## config.mk

```make
export PLATFORM = sky130hd
export DESIGN_NAME = low_speed_osc_cal_control
export DESIGN_NICKNAME = d
export VERILOG_FILES = /design/src/inc/lsclk_pkg.sv /design/src/low_speed_osc_cal_control.sv
export SDC_FILE = /design/constraint.sdc
export NUM_CORES = 1
export LEC_CHECK = 0
export ABC_AREA = 1
export BUFFER_PORTS_ARGS = -buffer_cell sky130_fd_sc_hd__buf_2
export CORE_UTILIZATION = 55
export CTS_CLUSTER_SIZE = 12
export DETAILED_ROUTE_END_ITERATION = 10
export GPL_ROUTABILITY_DRIVEN = 0
export GPL_TIMING_DRIVEN = 1
export HOLD_SLACK_MARGIN = 0.06
export PLACE_DENSITY_LB_ADDON = 0.08
export SKIP_LAST_GASP = 1
export SYNTH_ARGS = -nofsm -noshare
export SYNTH_HDL_FRONTEND = slang
export SYNTH_SLANG_ARGS = --single-unit
```

## constraint.sdc

```tcl
create_clock -name clk_sys -period 14.8 [get_ports clk_sys]
set_input_delay 4.44 -clock clk_sys [delete_from_list [all_inputs] [get_ports clk_sys]]
set_output_delay 4.44 -clock clk_sys [all_outputs]
set_load 0.01 [all_outputs]
```

## src/inc/lsclk_pkg.sv

```systemverilog
// package: register map, field positions, reset values and timing constants for the low-speed clock control block
package lsclk_pkg;

  // register byte offsets: each register takes one aligned 32-bit word
  localparam logic [5:0] OFS_LS_CONFIG = 6'h00;
  localparam logic [5:0] OFS_FAST_TRIM = 6'h04;
  localparam logic [5:0] OFS_CAL_COUNT = 6'h08;
  localparam logic [5:0] OFS_CAL_WRAP = 6'h0C;
  localparam logic [5:0] OFS_CAL_CTRL = 6'h10;
  localparam logic [5:0] OFS_PLL_PARAM = 6'h14;
  localparam logic [5:0] OFS_RTC_FLAGS = 6'h18;
  localparam logic [5:0] OFS_RTC_MODE = 6'h1C;
  localparam logic [5:0] OFS_ALARM_VALUE = 6'h20;
  localparam logic [5:0] OFS_RTC_COUNT = 6'h24;

  // low-speed oscillator config fields
  localparam int unsigned LS_PIN_BIT = 7;
  localparam int unsigned LS_FILT_BIT = 3;
  localparam int unsigned LS_XSEL_BIT = 2;
  localparam int unsigned LS_RCPON_BIT = 1;
  localparam int unsigned LS_XTPON_BIT = 0;
  localparam logic LS_FILT_OFF_RST = 1'b0;
  localparam logic LS_XSEL_RST = 1'b0;
  localparam logic LS_RCPON_RST = 1'b1;
  localparam logic LS_XTPON_RST = 1'b0;

  // fast crystal trim fields
  localparam int unsigned TRIM_LOAD_LSB = 4;
  localparam int unsigned TRIM_BIAS_LSB = 0;
  localparam logic [2:0] TRIM_LOAD_RST = 3'h3;
  localparam logic [1:0] TRIM_BIAS_RST = 2'h2;

  // calibration count fields
  localparam int unsigned CNT_DONE_BIT = 15;
  localparam int unsigned CNT_WRAP_BIT = 14;
  localparam int unsigned CNT_W = 14;
  localparam int unsigned WRAP_W = 8;

  // calibration control fields
  localparam int unsigned CTL_EXT_BIT = 6;
  localparam int unsigned CTL_EN_BIT = 5;
  localparam int unsigned CTL_IE_BIT = 4;
  localparam int unsigned CTL_PAUSE_BIT = 3;
  localparam int unsigned CTL_WIN_LSB = 0;
  localparam logic [2:0] CTL_WIN_RST = 3'h1;
  localparam logic [1:0] CAL_EXTRA_CYCLES = 2'h2;

  // pll parameter field
  localparam logic [6:0] PLL_PARAM_RST = 7'h02;

  // rtc flags / mode fields
  localparam int unsigned RF_ALARM_BIT = 7;
  localparam int unsigned RF_TICK_BIT = 6;
  localparam int unsigned RF_ACLR_BIT = 5;
  localparam int unsigned RF_TCLR_BIT = 4;
  localparam int unsigned RM_ALARM_EN_BIT = 5;
  localparam int unsigned RM_TICK_EN_BIT = 4;
  localparam int unsigned RM_IGN_B0_BIT = 3;
  localparam int unsigned RM_PER_LSB = 0;
  localparam logic [2:0] RM_PER_RST = 3'h2;

  // slow tick count bits per 0.125 s period (4096 ticks)
  localparam int unsigned TICK_EIGHTH_LOG2 = 12;

  // calibration window lengths in slow clock cycles, indexed by window code
  localparam logic [10:0] WIN_LEN [8] = '{11'd1, 11'd2, 11'd4, 11'd32, 11'd64, 11'd128, 11'd1024, 11'd2047};

  typedef enum logic [1:0] {CAL_IDLE, CAL_COUNT, CAL_PAUSE} cal_state_t;

  // synchroniser and edge history for the slow clock
  typedef struct packed {
    logic meta;
    logic sync;
    logic prev;
  } slow_sync_t;

  // software configuration bits
  typedef struct packed {
    logic filtOff;
    logic crystalSel;
    logic rcPowerOn;
    logic crystalPowerOn;
    logic [2:0] loadTrim;
    logic [1:0] biasSel;
    logic endExtend;
    logic countEnable;
    logic irqEnable;
    logic [2:0] windowSel;
    logic [6:0] pllParam;
    logic alarmEnable;
    logic tickEnable;
    logic ignoreBit0;
    logic [2:0] tickPeriod;
    logic [31:0] alarmValue;
  } cfg_t;

endpackage : lsclk_pkg

```

## src/low_speed_osc_cal_control.sv

```systemverilog
// low-speed clock control: config, trim, oscillator calibration counter, rtc event flags
`timescale 1ns/1ps
`default_nettype none

module low_speed_osc_cal_control
(
  // clock and reset
  input wire logic clk_sys,
  input wire logic rst,
  // avalon-mm slave
  input wire logic [5:0] avs_address,
  input wire logic avs_read,
  input wire logic avs_write,
  input wire logic [31:0] avs_writedata,
  input wire logic [3:0] avs_byteenable,
  output logic [31:0] avs_readdata,
  output logic avs_waitrequest,
  // slow clock pin (asynchronous)
  input wire logic slowClkPin,
  // analog controls
  output logic slowRcFilterOff,
  output logic slowSourceCrystalSel,
  output logic slowRcPowerOn,
  output logic slowCrystalPowerOn,
  output logic [2:0] fastCrystalLoadTrim,
  output logic [1:0] fastCrystalBiasSel,
  output logic [6:0] pllParamField,
  // interrupt requests
  output logic calIrq,
  output logic rtcIrq
);

  // whole block state
  typedef struct packed {
    lsclk_pkg::slow_sync_t slow;
    lsclk_pkg::cfg_t cfg;
    lsclk_pkg::cal_state_t calState;
    logic [13:0] calRun;
    logic [13:0] calibrationCount;
    logic [7:0] wrapCount;
    logic [11:0] slowCycles;
    logic captureDoneFlag;
    logic [15:0] slowTickCount;
    logic [15:0] twoSecondCount;
    logic alarmMatchFlag;
    logic periodicTickFlag;
    logic ack;
    logic [31:0] rdata;
  } state_t;

  state_t cur_ff;
  state_t nxt_ff;

  // window length plus optional extension, in slow cycles
  function automatic logic [11:0] window_len(input logic [2:0] sel, input logic ext);
    window_len = {1'b0, lsclk_pkg::WIN_LEN[sel]} + (ext ? {10'h000, lsclk_pkg::CAL_EXTRA_CYCLES} : 12'h000);
  endfunction : window_len

  // byte-lane merge of one byte written by software
  function automatic logic [7:0] lane(input logic [7:0] old, input logic [31:0] wd, input logic [3:0] be,
                                      input int unsigned idx);
    lane = be[idx] ? wd[8*idx +: 8] : old;
  endfunction : lane

  logic slowRise;
  logic wrAcc;
  logic rdAcc;
  logic [7:0] wb0;
  logic [7:0] wb1;
  logic [7:0] wb3;
  logic [2:0] perIdx;
  logic tickEdge;
  logic alarmHit;

  // edge of the synchronised slow clock; the meta flop feeds only the sync flop
  assign slowRise = cur_ff.slow.sync & ~cur_ff.slow.prev;
  // one wait cycle per access keeps the read path registered; writes land on the edge where waitrequest is low
  assign wrAcc = avs_write & cur_ff.ack;
  assign rdAcc = avs_read & ~cur_ff.ack;
  assign avs_waitrequest = (avs_read | avs_write) & ~cur_ff.ack;
  assign wb0 = avs_writedata[7:0] & {8{avs_byteenable[0]}};
  assign wb1 = avs_writedata[15:8] & {8{avs_byteenable[1]}};
  assign wb3 = avs_writedata[31:24] & {8{avs_byteenable[3]}};
  assign perIdx = cur_ff.cfg.tickPeriod;
  // period boundary: slow edge where the tick count low 12 bits are all ones and the bits picked by sel are set; sel 0 to 4 give 0.125, 0.125, 0.25, 0.5, 1 s
  assign tickEdge = slowRise && (cur_ff.slowTickCount[lsclk_pkg::TICK_EIGHTH_LOG2 - 1:0] == 12'hFFF) &&
                    ((perIdx == 3'h0) || (cur_ff.slowTickCount[15:12] & ((4'h1 << (perIdx - 3'h1)) - 4'h1) |
                    ((perIdx >= 3'h5) ? 4'hF : 4'h0)) == (((4'h1 << (perIdx - 3'h1)) - 4'h1) |
                    ((perIdx >= 3'h5) ? 4'hF : 4'h0)) && ((perIdx < 3'h5) || (perIdx == 3'h5) ||
                    ((cur_ff.twoSecondCount & ((16'h1 << (perIdx - 3'h5)) - 16'h1)) ==
                    ((16'h1 << (perIdx - 3'h5)) - 16'h1))));
  // alarm compare, lowest bit optionally ignored
  assign alarmHit = (cur_ff.twoSecondCount == cur_ff.cfg.alarmValue[31:16]) &&
                    ((cur_ff.slowTickCount | {15'h0000, cur_ff.cfg.ignoreBit0}) ==
                    (cur_ff.cfg.alarmValue[15:0] | {15'h0000, cur_ff.cfg.ignoreBit0}));

  // next-state logic
  always_comb
  begin
    nxt_ff = cur_ff;
    nxt_ff.slow.meta = slowClkPin;
    nxt_ff.slow.sync = cur_ff.slow.meta;
    nxt_ff.slow.prev = cur_ff.slow.sync;
    nxt_ff.ack = (avs_read | avs_write) & ~cur_ff.ack;

    // rtc counters on the slow clock edges
    if (slowRise)
    begin
      nxt_ff.slowTickCount = cur_ff.slowTickCount + 16'h0001;
      if (cur_ff.slowTickCount == 16'hFFFF)
      begin
        nxt_ff.twoSecondCount = cur_ff.twoSecondCount + 16'h0001;
      end
    end

    // calibration counter
    unique case (cur_ff.calState)
      lsclk_pkg::CAL_IDLE:
      begin
        if (cur_ff.cfg.countEnable && slowRise)
        begin
          nxt_ff.calState = lsclk_pkg::CAL_COUNT;
          nxt_ff.calRun = 14'h0000;
          nxt_ff.slowCycles = 12'h000;
        end
      end
      lsclk_pkg::CAL_COUNT:
      begin
        nxt_ff.calRun = cur_ff.calRun + 14'h0001;
        if (cur_ff.calRun == 14'h3FFF)
        begin
          nxt_ff.wrapCount = cur_ff.wrapCount + 8'h01;
        end
        if (slowRise)
        begin
          nxt_ff.slowCycles = cur_ff.slowCycles + 12'h001;
          if (cur_ff.slowCycles + 12'h001 == window_len(cur_ff.cfg.windowSel, cur_ff.cfg.endExtend))
          begin
            nxt_ff.calibrationCount = cur_ff.calRun + 14'h0001;
            nxt_ff.calState = lsclk_pkg::CAL_PAUSE;
          end
        end
        if (!cur_ff.cfg.countEnable)
        begin
          nxt_ff.calState = lsclk_pkg::CAL_IDLE;
        end
      end
      lsclk_pkg::CAL_PAUSE:
      begin
        if (!cur_ff.cfg.countEnable)
        begin
          nxt_ff.calState = lsclk_pkg::CAL_IDLE;
        end
        else if (slowRise)
        begin
          nxt_ff.calState = lsclk_pkg::CAL_COUNT;
          nxt_ff.calRun = 14'h0000;
          nxt_ff.slowCycles = 12'h000;
        end
      end
    endcase

    // software writes
    if (wrAcc)
    begin
      unique case (avs_address)
        lsclk_pkg::OFS_LS_CONFIG:
        begin
          if (avs_byteenable[0])
          begin
            nxt_ff.cfg.filtOff = avs_writedata[lsclk_pkg::LS_FILT_BIT];
            nxt_ff.cfg.crystalSel = avs_writedata[lsclk_pkg::LS_XSEL_BIT];
            nxt_ff.cfg.rcPowerOn = avs_writedata[lsclk_pkg::LS_RCPON_BIT];
            nxt_ff.cfg.crystalPowerOn = avs_writedata[lsclk_pkg::LS_XTPON_BIT];
          end
        end
        lsclk_pkg::OFS_FAST_TRIM:
        begin
          if (avs_byteenable[0])
          begin
            nxt_ff.cfg.loadTrim = avs_writedata[lsclk_pkg::TRIM_LOAD_LSB +: 3];
            nxt_ff.cfg.biasSel = avs_writedata[lsclk_pkg::TRIM_BIAS_LSB +: 2];
          end
        end
        lsclk_pkg::OFS_CAL_COUNT:
        begin
          if (wb1[lsclk_pkg::CNT_WRAP_BIT - 8])
          begin
            nxt_ff.wrapCount = 8'h00;
          end
        end
        lsclk_pkg::OFS_CAL_CTRL:
        begin
          if (avs_byteenable[0])
          begin
            nxt_ff.cfg.endExtend = avs_writedata[lsclk_pkg::CTL_EXT_BIT];
            nxt_ff.cfg.countEnable = avs_writedata[lsclk_pkg::CTL_EN_BIT];
            nxt_ff.cfg.irqEnable = avs_writedata[lsclk_pkg::CTL_IE_BIT];
            nxt_ff.cfg.windowSel = avs_writedata[lsclk_pkg::CTL_WIN_LSB +: 3];
          end
        end
        lsclk_pkg::OFS_PLL_PARAM:
        begin
          if (avs_byteenable[0])
          begin
            nxt_ff.cfg.pllParam = avs_writedata[6:0];
          end
        end
        lsclk_pkg::OFS_RTC_MODE:
        begin
          if (avs_byteenable[0])
          begin
            nxt_ff.cfg.alarmEnable = avs_writedata[lsclk_pkg::RM_ALARM_EN_BIT];
            nxt_ff.cfg.tickEnable = avs_writedata[lsclk_pkg::RM_TICK_EN_BIT];
            nxt_ff.cfg.ignoreBit0 = avs_writedata[lsclk_pkg::RM_IGN_B0_BIT];
            nxt_ff.cfg.tickPeriod = avs_writedata[lsclk_pkg::RM_PER_LSB +: 3];
          end
        end
        lsclk_pkg::OFS_ALARM_VALUE:
        begin
          nxt_ff.cfg.alarmValue = {lane(cur_ff.cfg.alarmValue[31:24], avs_writedata, avs_byteenable, 3),
                                   lane(cur_ff.cfg.alarmValue[23:16], avs_writedata, avs_byteenable, 2),
                                   lane(cur_ff.cfg.alarmValue[15:8], avs_writedata, avs_byteenable, 1),
                                   lane(cur_ff.cfg.alarmValue[7:0], avs_writedata, avs_byteenable, 0)};
        end
        default:
        begin
          nxt_ff.cfg = cur_ff.cfg;
        end
      endcase
    end

    // flags: software clear first, hardware set afterwards so a set in the same cycle wins
    if (wrAcc && avs_address == lsclk_pkg::OFS_CAL_COUNT && wb1[lsclk_pkg::CNT_DONE_BIT - 8])
    begin
      nxt_ff.captureDoneFlag = 1'b0;
    end
    if (wrAcc && avs_address == lsclk_pkg::OFS_RTC_FLAGS && cur_ff.cfg.alarmEnable && wb0[lsclk_pkg::RF_ACLR_BIT])
    begin
      nxt_ff.alarmMatchFlag = 1'b0;
    end
    if (wrAcc && avs_address == lsclk_pkg::OFS_RTC_FLAGS && cur_ff.cfg.tickEnable && wb0[lsclk_pkg::RF_TCLR_BIT])
    begin
      nxt_ff.periodicTickFlag = 1'b0;
    end
    if (cur_ff.calState == lsclk_pkg::CAL_COUNT && nxt_ff.calState == lsclk_pkg::CAL_PAUSE)
    begin
      nxt_ff.captureDoneFlag = 1'b1;
    end
    if (cur_ff.cfg.alarmEnable && slowRise && alarmHit)
    begin
      nxt_ff.alarmMatchFlag = 1'b1;
    end
    if (cur_ff.cfg.tickEnable && tickEdge)
    begin
      nxt_ff.periodicTickFlag = 1'b1;
    end

    // registered read data; unmapped offsets read zero
    if (rdAcc)
    begin
      nxt_ff.rdata = 32'h00000000;
      unique case (avs_address)
        lsclk_pkg::OFS_LS_CONFIG:
        begin
          nxt_ff.rdata[lsclk_pkg::LS_PIN_BIT] = cur_ff.slow.sync;
          nxt_ff.rdata[lsclk_pkg::LS_FILT_BIT] = cur_ff.cfg.filtOff;
          nxt_ff.rdata[lsclk_pkg::LS_XSEL_BIT] = cur_ff.cfg.crystalSel;
          nxt_ff.rdata[lsclk_pkg::LS_RCPON_BIT] = cur_ff.cfg.rcPowerOn;
          nxt_ff.rdata[lsclk_pkg::LS_XTPON_BIT] = cur_ff.cfg.crystalPowerOn;
        end
        lsclk_pkg::OFS_FAST_TRIM:
        begin
          nxt_ff.rdata[lsclk_pkg::TRIM_LOAD_LSB +: 3] = cur_ff.cfg.loadTrim;
          nxt_ff.rdata[lsclk_pkg::TRIM_BIAS_LSB +: 2] = cur_ff.cfg.biasSel;
        end
        lsclk_pkg::OFS_CAL_COUNT:
        begin
          nxt_ff.rdata[lsclk_pkg::CNT_DONE_BIT] = cur_ff.captureDoneFlag;
          nxt_ff.rdata[lsclk_pkg::CNT_WRAP_BIT] = |cur_ff.wrapCount;
          nxt_ff.rdata[13:0] = cur_ff.calibrationCount;
        end
        lsclk_pkg::OFS_CAL_WRAP:
        begin
          nxt_ff.rdata[7:0] = cur_ff.wrapCount;
        end
        lsclk_pkg::OFS_CAL_CTRL:
        begin
          nxt_ff.rdata[lsclk_pkg::CTL_EXT_BIT] = cur_ff.cfg.endExtend;
          nxt_ff.rdata[lsclk_pkg::CTL_EN_BIT] = cur_ff.cfg.countEnable;
          nxt_ff.rdata[lsclk_pkg::CTL_IE_BIT] = cur_ff.cfg.irqEnable;
          nxt_ff.rdata[lsclk_pkg::CTL_PAUSE_BIT] = (cur_ff.calState != lsclk_pkg::CAL_COUNT);
          nxt_ff.rdata[lsclk_pkg::CTL_WIN_LSB +: 3] = cur_ff.cfg.windowSel;
        end
        lsclk_pkg::OFS_PLL_PARAM:
        begin
          nxt_ff.rdata[6:0] = cur_ff.cfg.pllParam;
        end
        lsclk_pkg::OFS_RTC_FLAGS:
        begin
          nxt_ff.rdata[lsclk_pkg::RF_ALARM_BIT] = cur_ff.alarmMatchFlag;
          nxt_ff.rdata[lsclk_pkg::RF_TICK_BIT] = cur_ff.periodicTickFlag;
          nxt_ff.rdata[lsclk_pkg::RF_ACLR_BIT] = ~cur_ff.cfg.alarmEnable;
          nxt_ff.rdata[lsclk_pkg::RF_TCLR_BIT] = ~cur_ff.cfg.tickEnable;
        end
        lsclk_pkg::OFS_RTC_MODE:
        begin
          nxt_ff.rdata[lsclk_pkg::RM_ALARM_EN_BIT] = cur_ff.cfg.alarmEnable;
          nxt_ff.rdata[lsclk_pkg::RM_TICK_EN_BIT] = cur_ff.cfg.tickEnable;
          nxt_ff.rdata[lsclk_pkg::RM_IGN_B0_BIT] = cur_ff.cfg.ignoreBit0;
          nxt_ff.rdata[lsclk_pkg::RM_PER_LSB +: 3] = cur_ff.cfg.tickPeriod;
        end
        lsclk_pkg::OFS_ALARM_VALUE:
        begin
          nxt_ff.rdata = cur_ff.cfg.alarmValue;
        end
        lsclk_pkg::OFS_RTC_COUNT:
        begin
          nxt_ff.rdata = {cur_ff.twoSecondCount, cur_ff.slowTickCount};
        end
        default:
        begin
          nxt_ff.rdata = 32'h00000000;
        end
      endcase
    end
  end

  // state register; reset takes constants only
  always_ff @(posedge clk_sys or posedge rst)
  begin
    if (rst)
    begin
      cur_ff <= '0;
      cur_ff.cfg.filtOff <= lsclk_pkg::LS_FILT_OFF_RST;
      cur_ff.cfg.crystalSel <= lsclk_pkg::LS_XSEL_RST;
      cur_ff.cfg.rcPowerOn <= lsclk_pkg::LS_RCPON_RST;
      cur_ff.cfg.crystalPowerOn <= lsclk_pkg::LS_XTPON_RST;
      cur_ff.cfg.loadTrim <= lsclk_pkg::TRIM_LOAD_RST;
      cur_ff.cfg.biasSel <= lsclk_pkg::TRIM_BIAS_RST;
      cur_ff.cfg.windowSel <= lsclk_pkg::CTL_WIN_RST;
      cur_ff.cfg.pllParam <= lsclk_pkg::PLL_PARAM_RST;
      cur_ff.cfg.tickPeriod <= lsclk_pkg::RM_PER_RST;
      cur_ff.calState <= lsclk_pkg::CAL_IDLE;
    end
    else
    begin
      cur_ff <= nxt_ff;
    end
  end

  // outputs
  assign avs_readdata = cur_ff.rdata;
  assign slowRcFilterOff = cur_ff.cfg.filtOff;
  assign slowSourceCrystalSel = cur_ff.cfg.crystalSel;
  assign slowRcPowerOn = cur_ff.cfg.rcPowerOn;
  assign slowCrystalPowerOn = cur_ff.cfg.crystalPowerOn;
  assign fastCrystalLoadTrim = cur_ff.cfg.loadTrim;
  assign fastCrystalBiasSel = cur_ff.cfg.biasSel;
  assign pllParamField = cur_ff.cfg.pllParam;
  assign calIrq = cur_ff.cfg.irqEnable & cur_ff.captureDoneFlag;
  assign rtcIrq = cur_ff.alarmMatchFlag | cur_ff.periodicTickFlag;

endmodule : low_speed_osc_cal_control
`default_nettype wire

```

==> summary.md, run 1 <==
| Metric | Value |
|---|---|
| PD cells | 109.0 nW/µm² |
| Register area share after synthesis | 0.4523 |
| Hold Buf Count CTS | 0 |
| Placed Cells incl. Taps | 1423 |
| Syn avg cell area | 8.612 µm² |
| Max frequency | roughly 0.11 GHz |
| Initial Utilization | 0.5605 |
| TritonCTS buffer count | 17 |
| P_leak | 5.392 nW |
| Synth Instances | 1165 |
| Clock Skews | 10.80 ps |
| Final WL | 25.39 mm |
| Commonest non-fill, non-tap cell in the layout | nand2_1 |
| Crit-path cells | buf_2 -> nor2_1 -> nor2_1 -> buf_2 |
| Max Fanout on Critical Path | 2 |
| Port Buffers | just under 100 |
| WHS | ~350 ps |
| Number of global-route vias before repair | 7405 |
| Hpwl dp | 18.68 mm |
| Chip Height | ~140 µm |
| Final setup viols | 0 |
| Least-Margin Pin Slew | 1126 ps |
| Non-Filler Instances | 1456 |
| Initial DRC Count | 643 |
| Post-route ant nets | 0 |
| Largest net degree at the start of global routing | 105 |
| Final instance area | 10970 µm² |
| Synthesized net count | 1236 |
| CP Launch Type | input port |
| RR Startpoint | cur_ff[163] |
| Syn Std Cell Area | 10030 µm² |
| Die X | 137.1 µm |
| Initial antenna violation count | 1 |
| Area grow syn2layout | 9.340% |
| Crit share post-route | 0.6262 |
| Max VDD drop | 0.08793 mV |
| Post-CTS sizing | 0 |
| I/O pin cnt | 98 |
| Yosys Warn Count | 0 |
| WP data required | just over 10000 ps |
| Cell variety after synth | 55 |
| Total GRT Usage | 0.2848 |
| Post-synth EDFFs | 0 |
| WS Path Type | input port to output port |
| Rel. slew slack | 0.2490 |
| Total Neg Setup Slack | 0 ps |
| Unrepaired setup endpoints after global routing | no |
| Fin. max-slew vios | 0 |
| Die Footprint | around 19000 µm² |
| H-tree depth | 4 |
| Slowest stage delay, CP | roughly 150 ps |
| First-pass GRT wire length | 39.83 mm |
| Slowest cell on crit path | buf_2 |
| Synth area leaders | dfrtp_1 43%, nand2_1 8.9%, xor2_1 5.8% |
| Max cap viols | 0 |
| Top cell type's share of synthesized area | 0.4340 |
| Via count | 8051 |
| CP arrival | around 4800 ps |
| Clock root buffer | clkbuf_16 |
| Status | complete, no violations |
| Hold Crit Start | cur_ff[180] |
| # DRC | 0 |
| Synth async-reset ratio | 1.000 |
| Core area | around 18000 µm² |
| Filler Cell Count | 1623 |
| CTS max path bufs | 2 |
| Setup crit start | avs_write |
| Avg WL per Cell | 17.44 µm |
| Final Hold Fails | 0 |
| Post-CTS setup buffer count | 0 |
| Pwr Total | approximately 1.2 mW |
| CTS Sinks | 181 |
| Dpl cell area | about 10000 µm² |
| Leading cell types in the layout, fill and taps excluded | 237 x nand2_1, 174 x dfrtp_1, 135 x inv_1 |
| FP Rows | 49 |
| Worst-path clk slew | 70 ps |
| Synth area leader | dfrtp_1 |
| Drt pass-1 iters | 5 |
| Class of the worst hold path | flip-flop to flip-flop |
| Vias per cell | 5.530 |
| Final net count | 1284 |
| Clock latency at the later pin of the worst-skew pair | between 400 and 500 ps |
| CTS tree | done |
| Primary FF master, synth | dfrtp_1 |
| Post-layout minimum cycle time | 9268 ps |
| Grt total ovfl | 0 |
| Yosys reg bits | 181 |
| Worst setup EP type | output port |
| Layout cells sized above 1 | 0.1648 |
cell usage after synthesis, types with 4 or more instances:
library cell	count
a21o_1	5
a21oi_1	22
a221oi_1	19
a22oi_1	23
a31oi_1	9
buf_4	44
clkbuf_1	23
dfrtp_1	174
dfstp_2	7
ha_1	24
inv_1	137
inv_2	4
mux2_2	21
nand2_1	237
nand3_1	42
nand3b_1	5
nand4_1	19
nor2_1	87
nor3_1	9
nor4_1	11
o21ai_0	87
o21ai_2	12
o22ai_1	22
xnor2_1	5
xor2_1	67
layer usage:
layer,up-vias,track usage,share of wire
li1,3926,-,-
met1,3842,0.4288,0.49
met2,257,0.4144,0.44
met3,26,0.05815,0.065
met4,0,0.07387,0.013
met5,-,0,0
worst paths after layout:
check / cells after the start / end / slack [ps]
setup / recovery: 4 / avs_waitrequest / 5530
hold / removal: 0 / cur_ff[179] / 350
setup reg to reg: 15 / cur_ff[91] / 10930
hold reg to reg: 0 / cur_ff[179] / 350
max in group asynchronous: 3 / cur_ff[87] / 8980
min in group asynchronous: 2 / cur_ff[119] / 4230
layout make-up:
class	instances	area, µm²	area share
flip-flops and latches	181	4538	0.4137
multi-input cells	770	4494	0.4097
inverters	143	541.8	0.04938
repair buffers	100	508.0	0.04630
clock buffers	18	439.2	0.04003
well taps	229	286.5	0.02612
clock inverters	14	160.2	0.01460
diodes	1	2.502	0.0002281
metrics by stage:
step	util	setup slack, ps
final	0.6128	5532
after global routing	0.6127	5470
after global placement	0.5792	5531
after detailed placement	0.5792	5534
after CTS	0.6127	5531
after floorplan	-	5456
cell families (layout without fill, tap and decap cells):
logic type               Yosys count  count (layout)  synth area share
AO/OA/AOI/OAI                    217             217            0.1366
XOR/XNOR                          72              72           0.06285
adder cells (fa/ha/maj)           24              24           0.02993
buffers and inverters            214             275           0.09976
flip-flops                       181             181            0.4523
multiplexers                      21              21           0.02357
other                              0               1                 0
AND/OR/NAND/NOR                  436             436            0.1950
state kept, by name, indices dropped and copies added (netlist names), 2 cells and up:
| register | flops |
|---|---|
| fastCrystalLoadTrim | 3 |
| perIdx | 3 |
| pllParamField | 7 |
| avs_readdata | 32 |
| fastCrystalBiasSel | 2 |
| cur_ff | 130 |
critical path: cells and delay by family:
kind / cells / cell delay, ps
buffers and inverters: 2 / 240
AND/OR/NAND/NOR: 2 / 150
power breakdown:
part	internal, mW	total (mW)	switching, mW
sequential	0.522	0.552	0.0301
combinational	0.0569	0.179	0.122
clock	0.245	0.465	0.220
(Power assumes the default switching activity.)
==> inputs of run 2 (changes only) <==
Clock period 14.8 ns to 8.9 ns, I/O delays scaled along.
==> run 2 against run 1 <==
Via count rose by 0.32%. First-iteration DRC count rose by 5.4%. Die area did not move. Combinational power rose by 65%. Flip-flop and latch count did not move. Sequential share of layout area rose by 0.13 points. Cell count did not move. Largest cell class unchanged. Largest power group unchanged. Highest routed layer unchanged.
==> summary.md, run 2 (synthesis results as in run 1) <==
| Metric | Value |
|---|---|
| Status | complete, no violations (unchanged) |
| Final net count | 1284 (unchanged) |
| Post-CTS sizing | 0 (unchanged) |
| Total GRT Usage | 0.2852 (was 0.2848) |
| Class of the worst hold path | flip-flop to flip-flop (unchanged) |
| Total Neg Setup Slack | 0 ps (unchanged) |
| Clock Skews | 11.94 ps (was 10.80 ps) |
| Leading cell types in the layout, fill and taps excluded | 237 x nand2_1, 174 x dfrtp_1, 135 x inv_1 (unchanged) |
| Final setup viols | 0 (unchanged) |
| H-tree depth | 4 (unchanged) |
| Post-route ant nets | 0 (unchanged) |
| # DRC | 0 (unchanged) |
| I/O pin cnt | 98 (unchanged) |
| Drt pass-1 iters | 5 (unchanged) |
| Slowest cell on crit path | buf_2 (unchanged) |
| Max frequency | between 0.15 and 0.2 GHz |
| Max Fanout on Critical Path | 2 (unchanged) |
| Filler Cell Count | 1626 (was 1623) |
| Initial antenna violation count | 1 (unchanged) |
| PD cells | 178.1 nW/µm² (was 109.0 nW/µm²) |
| Post-CTS setup buffer count | 0 (unchanged) |
| Bufs and invs on worst path | 2 (unchanged) |
| Initial DRC Count | 678 (was 643) |
| Least-Margin Pin Slew | 1119 ps (was 1126 ps) |
| Vias per cell | 5.547 (was 5.530) |
| Unrepaired setup endpoints after global routing | no (unchanged) |
| Slowest stage delay, CP | 150 ps (about the same) |
| TritonCTS buffer count | 17 (unchanged) |
| Final WL | 25.35 mm (was 25.39 mm) |
| Pwr Total | 1.948 mW (was 1.196 mW) |
| Crit share post-route | 0.6440 |
| Final Hold Fails | 0 (unchanged) |
| Die X | 137.1 µm (unchanged) |
| CP arrival | 3060 ps (was 4830 ps) |
| CP Launch Type | input port (unchanged) |
| Largest net degree at the start of global routing | 100 (was 105) |
| Avg WL per Cell | 17.41 µm (was 17.44 µm) |
| Initial Utilization | 0.5605 (unchanged) |
| Largest Register | cur_ff (unchanged) |
| Port Buffers | 97 (unchanged) |
| CTS tree | done (unchanged) |
| Via count | 8077 (was 8051) |
| Worst setup EP type | output port (unchanged) |
| Clock latency at the later pin of the worst-skew pair | 430 ps (was 440 ps) |
| Placed Cells incl. Taps | 1423 (unchanged) |
| Hpwl dp | 18.67 mm (was 18.68 mm) |
| Rel. slew slack | 0.2540 (was 0.2490) |
| Hold Buf Count CTS | 0 (unchanged) |
| Commonest non-fill, non-tap cell in the layout | nand2_1 (unchanged) |
| Worst-path clk slew | 70 ps (about the same) |
| Clock root buffer | clkbuf_16 (unchanged) |
| WP data required | 6230 ps (was 10360 ps) |
| WHS | 356.9 ps (was 354.3 ps) |
| Max reg flops | 130 (unchanged) |
| Max cap viols | 0 (unchanged) |
| Register-to-register setup slack | 5010 ps (was 10930 ps) |
| Post-layout minimum cycle time | 5732 ps |
| Area grow syn2layout | 8.991% (was 9.340%) |
| WS Path Type | input port to output port (unchanged) |
| CTS Sinks | 181 (unchanged) |
| Grt total ovfl | 0 (unchanged) |
| First-pass GRT wire length | 40.16 mm (was 39.83 mm) |
| Max VDD drop | 0.1347 mV (was 0.08793 mV) |
| Non-Filler Instances | 1456 (unchanged) |
| FP Rows | 49 (unchanged) |
| Number of global-route vias before repair | 7540 (was 7405) |
| Fin. max-slew vios | 0 (unchanged) |
| Layout cells sized above 1 | 0.1648 (unchanged) |
| Crit-path cells | buf_2 -> nor2_1 -> nor2_1 -> buf_2 (unchanged) |
| Die Footprint | 18790 µm² (unchanged) |
| P_leak | 5.370 nW (was 5.392 nW) |
| CTS max path bufs | 2 (unchanged) |
| Chip Height | 137.1 µm (unchanged) |
| Core area | 17900 µm² (unchanged) |
| Worst path top cell family by delay | buffers and inverters (unchanged) |
[run 2: changes by cell type in the layout (fill, tap and decap cells not counted), sizes merged]
cell	change
inv	+2
bufinv	-1
clkinv	-2
clkbuf	-1
clkinvlp	+2
[run 2: per-layer routing]
| layer | vias up | global-route usage | share of wire |
|---|---|---|---|
| li1 | 3935 | - | - |
| met1 | 3838 | 0.4294 | 0.49 |
| met2 | 276 | 0.4136 | 0.43 |
| met3 | 28 | 0.05593 | 0.068 |
| met4 | 0 | 0.07998 | 0.019 |
| met5 | - | 0 | 0 |
[run 2: through the flow]
step | instance area (µm²) | setup WS [ps] | utilization
6_report | 10940 | 3168 | 0.6108
5_1_grt | 10930 | 3084 | 0.6107
4_1_cts | 10930 | 3175 | 0.6107
3_5_place_dp | 10370 | 3178 | 0.5792
3_3_place_gp | 10370 | 3177 | 0.5792
2_1_floorplan | 10030 | 1326 | -
[run 2: worst reg2reg max path: cells and delay by family, from the launching register on]
kind                     cells  cell delay, ps
adder cells (fa/ha/maj)      4            1140
flip-flops                   1             650
XOR/XNOR                     1             180
AND/OR/NAND/NOR              9            1720
AO/OA/AOI/OAI                1              50
[run 2: worst paths after layout]
kind / start / endpoint / cells after the start
min: cur_ff[180] / cur_ff[179] / 0
max reg2reg: cur_ff[163] / cur_ff[88] / 15
max: avs_write / avs_waitrequest / 4
max in group asynchronous: rst / cur_ff[178] / 3
min in group asynchronous: rst / cur_ff[118] / 2
min reg2reg: cur_ff[180] / cur_ff[179] / 0
[run 2: cell type report]
type,instances,area [µm²],area share
tap,229,286.5,0.02620
antenna,1,2.502,0.0002288
multi-input combinational,770,4494,0.4110
clock buffer,17,425.4,0.03890
inverter,143,541.8,0.04954
sequential,181,4538,0.4150
clock inverter,15,138.9,0.01270
timing repair buffer,100,508.0,0.04645
[run 2: power breakdown]
group / internal, mW / switching (mW) / leakage, nW / total, mW
sequential: 0.868 / 0.0498 / 2.40 / 0.918
clock: 0.371 / 0.364 / 0.270 / 0.735
combinational: 0.0944 / 0.201 / 2.70 / 0.295
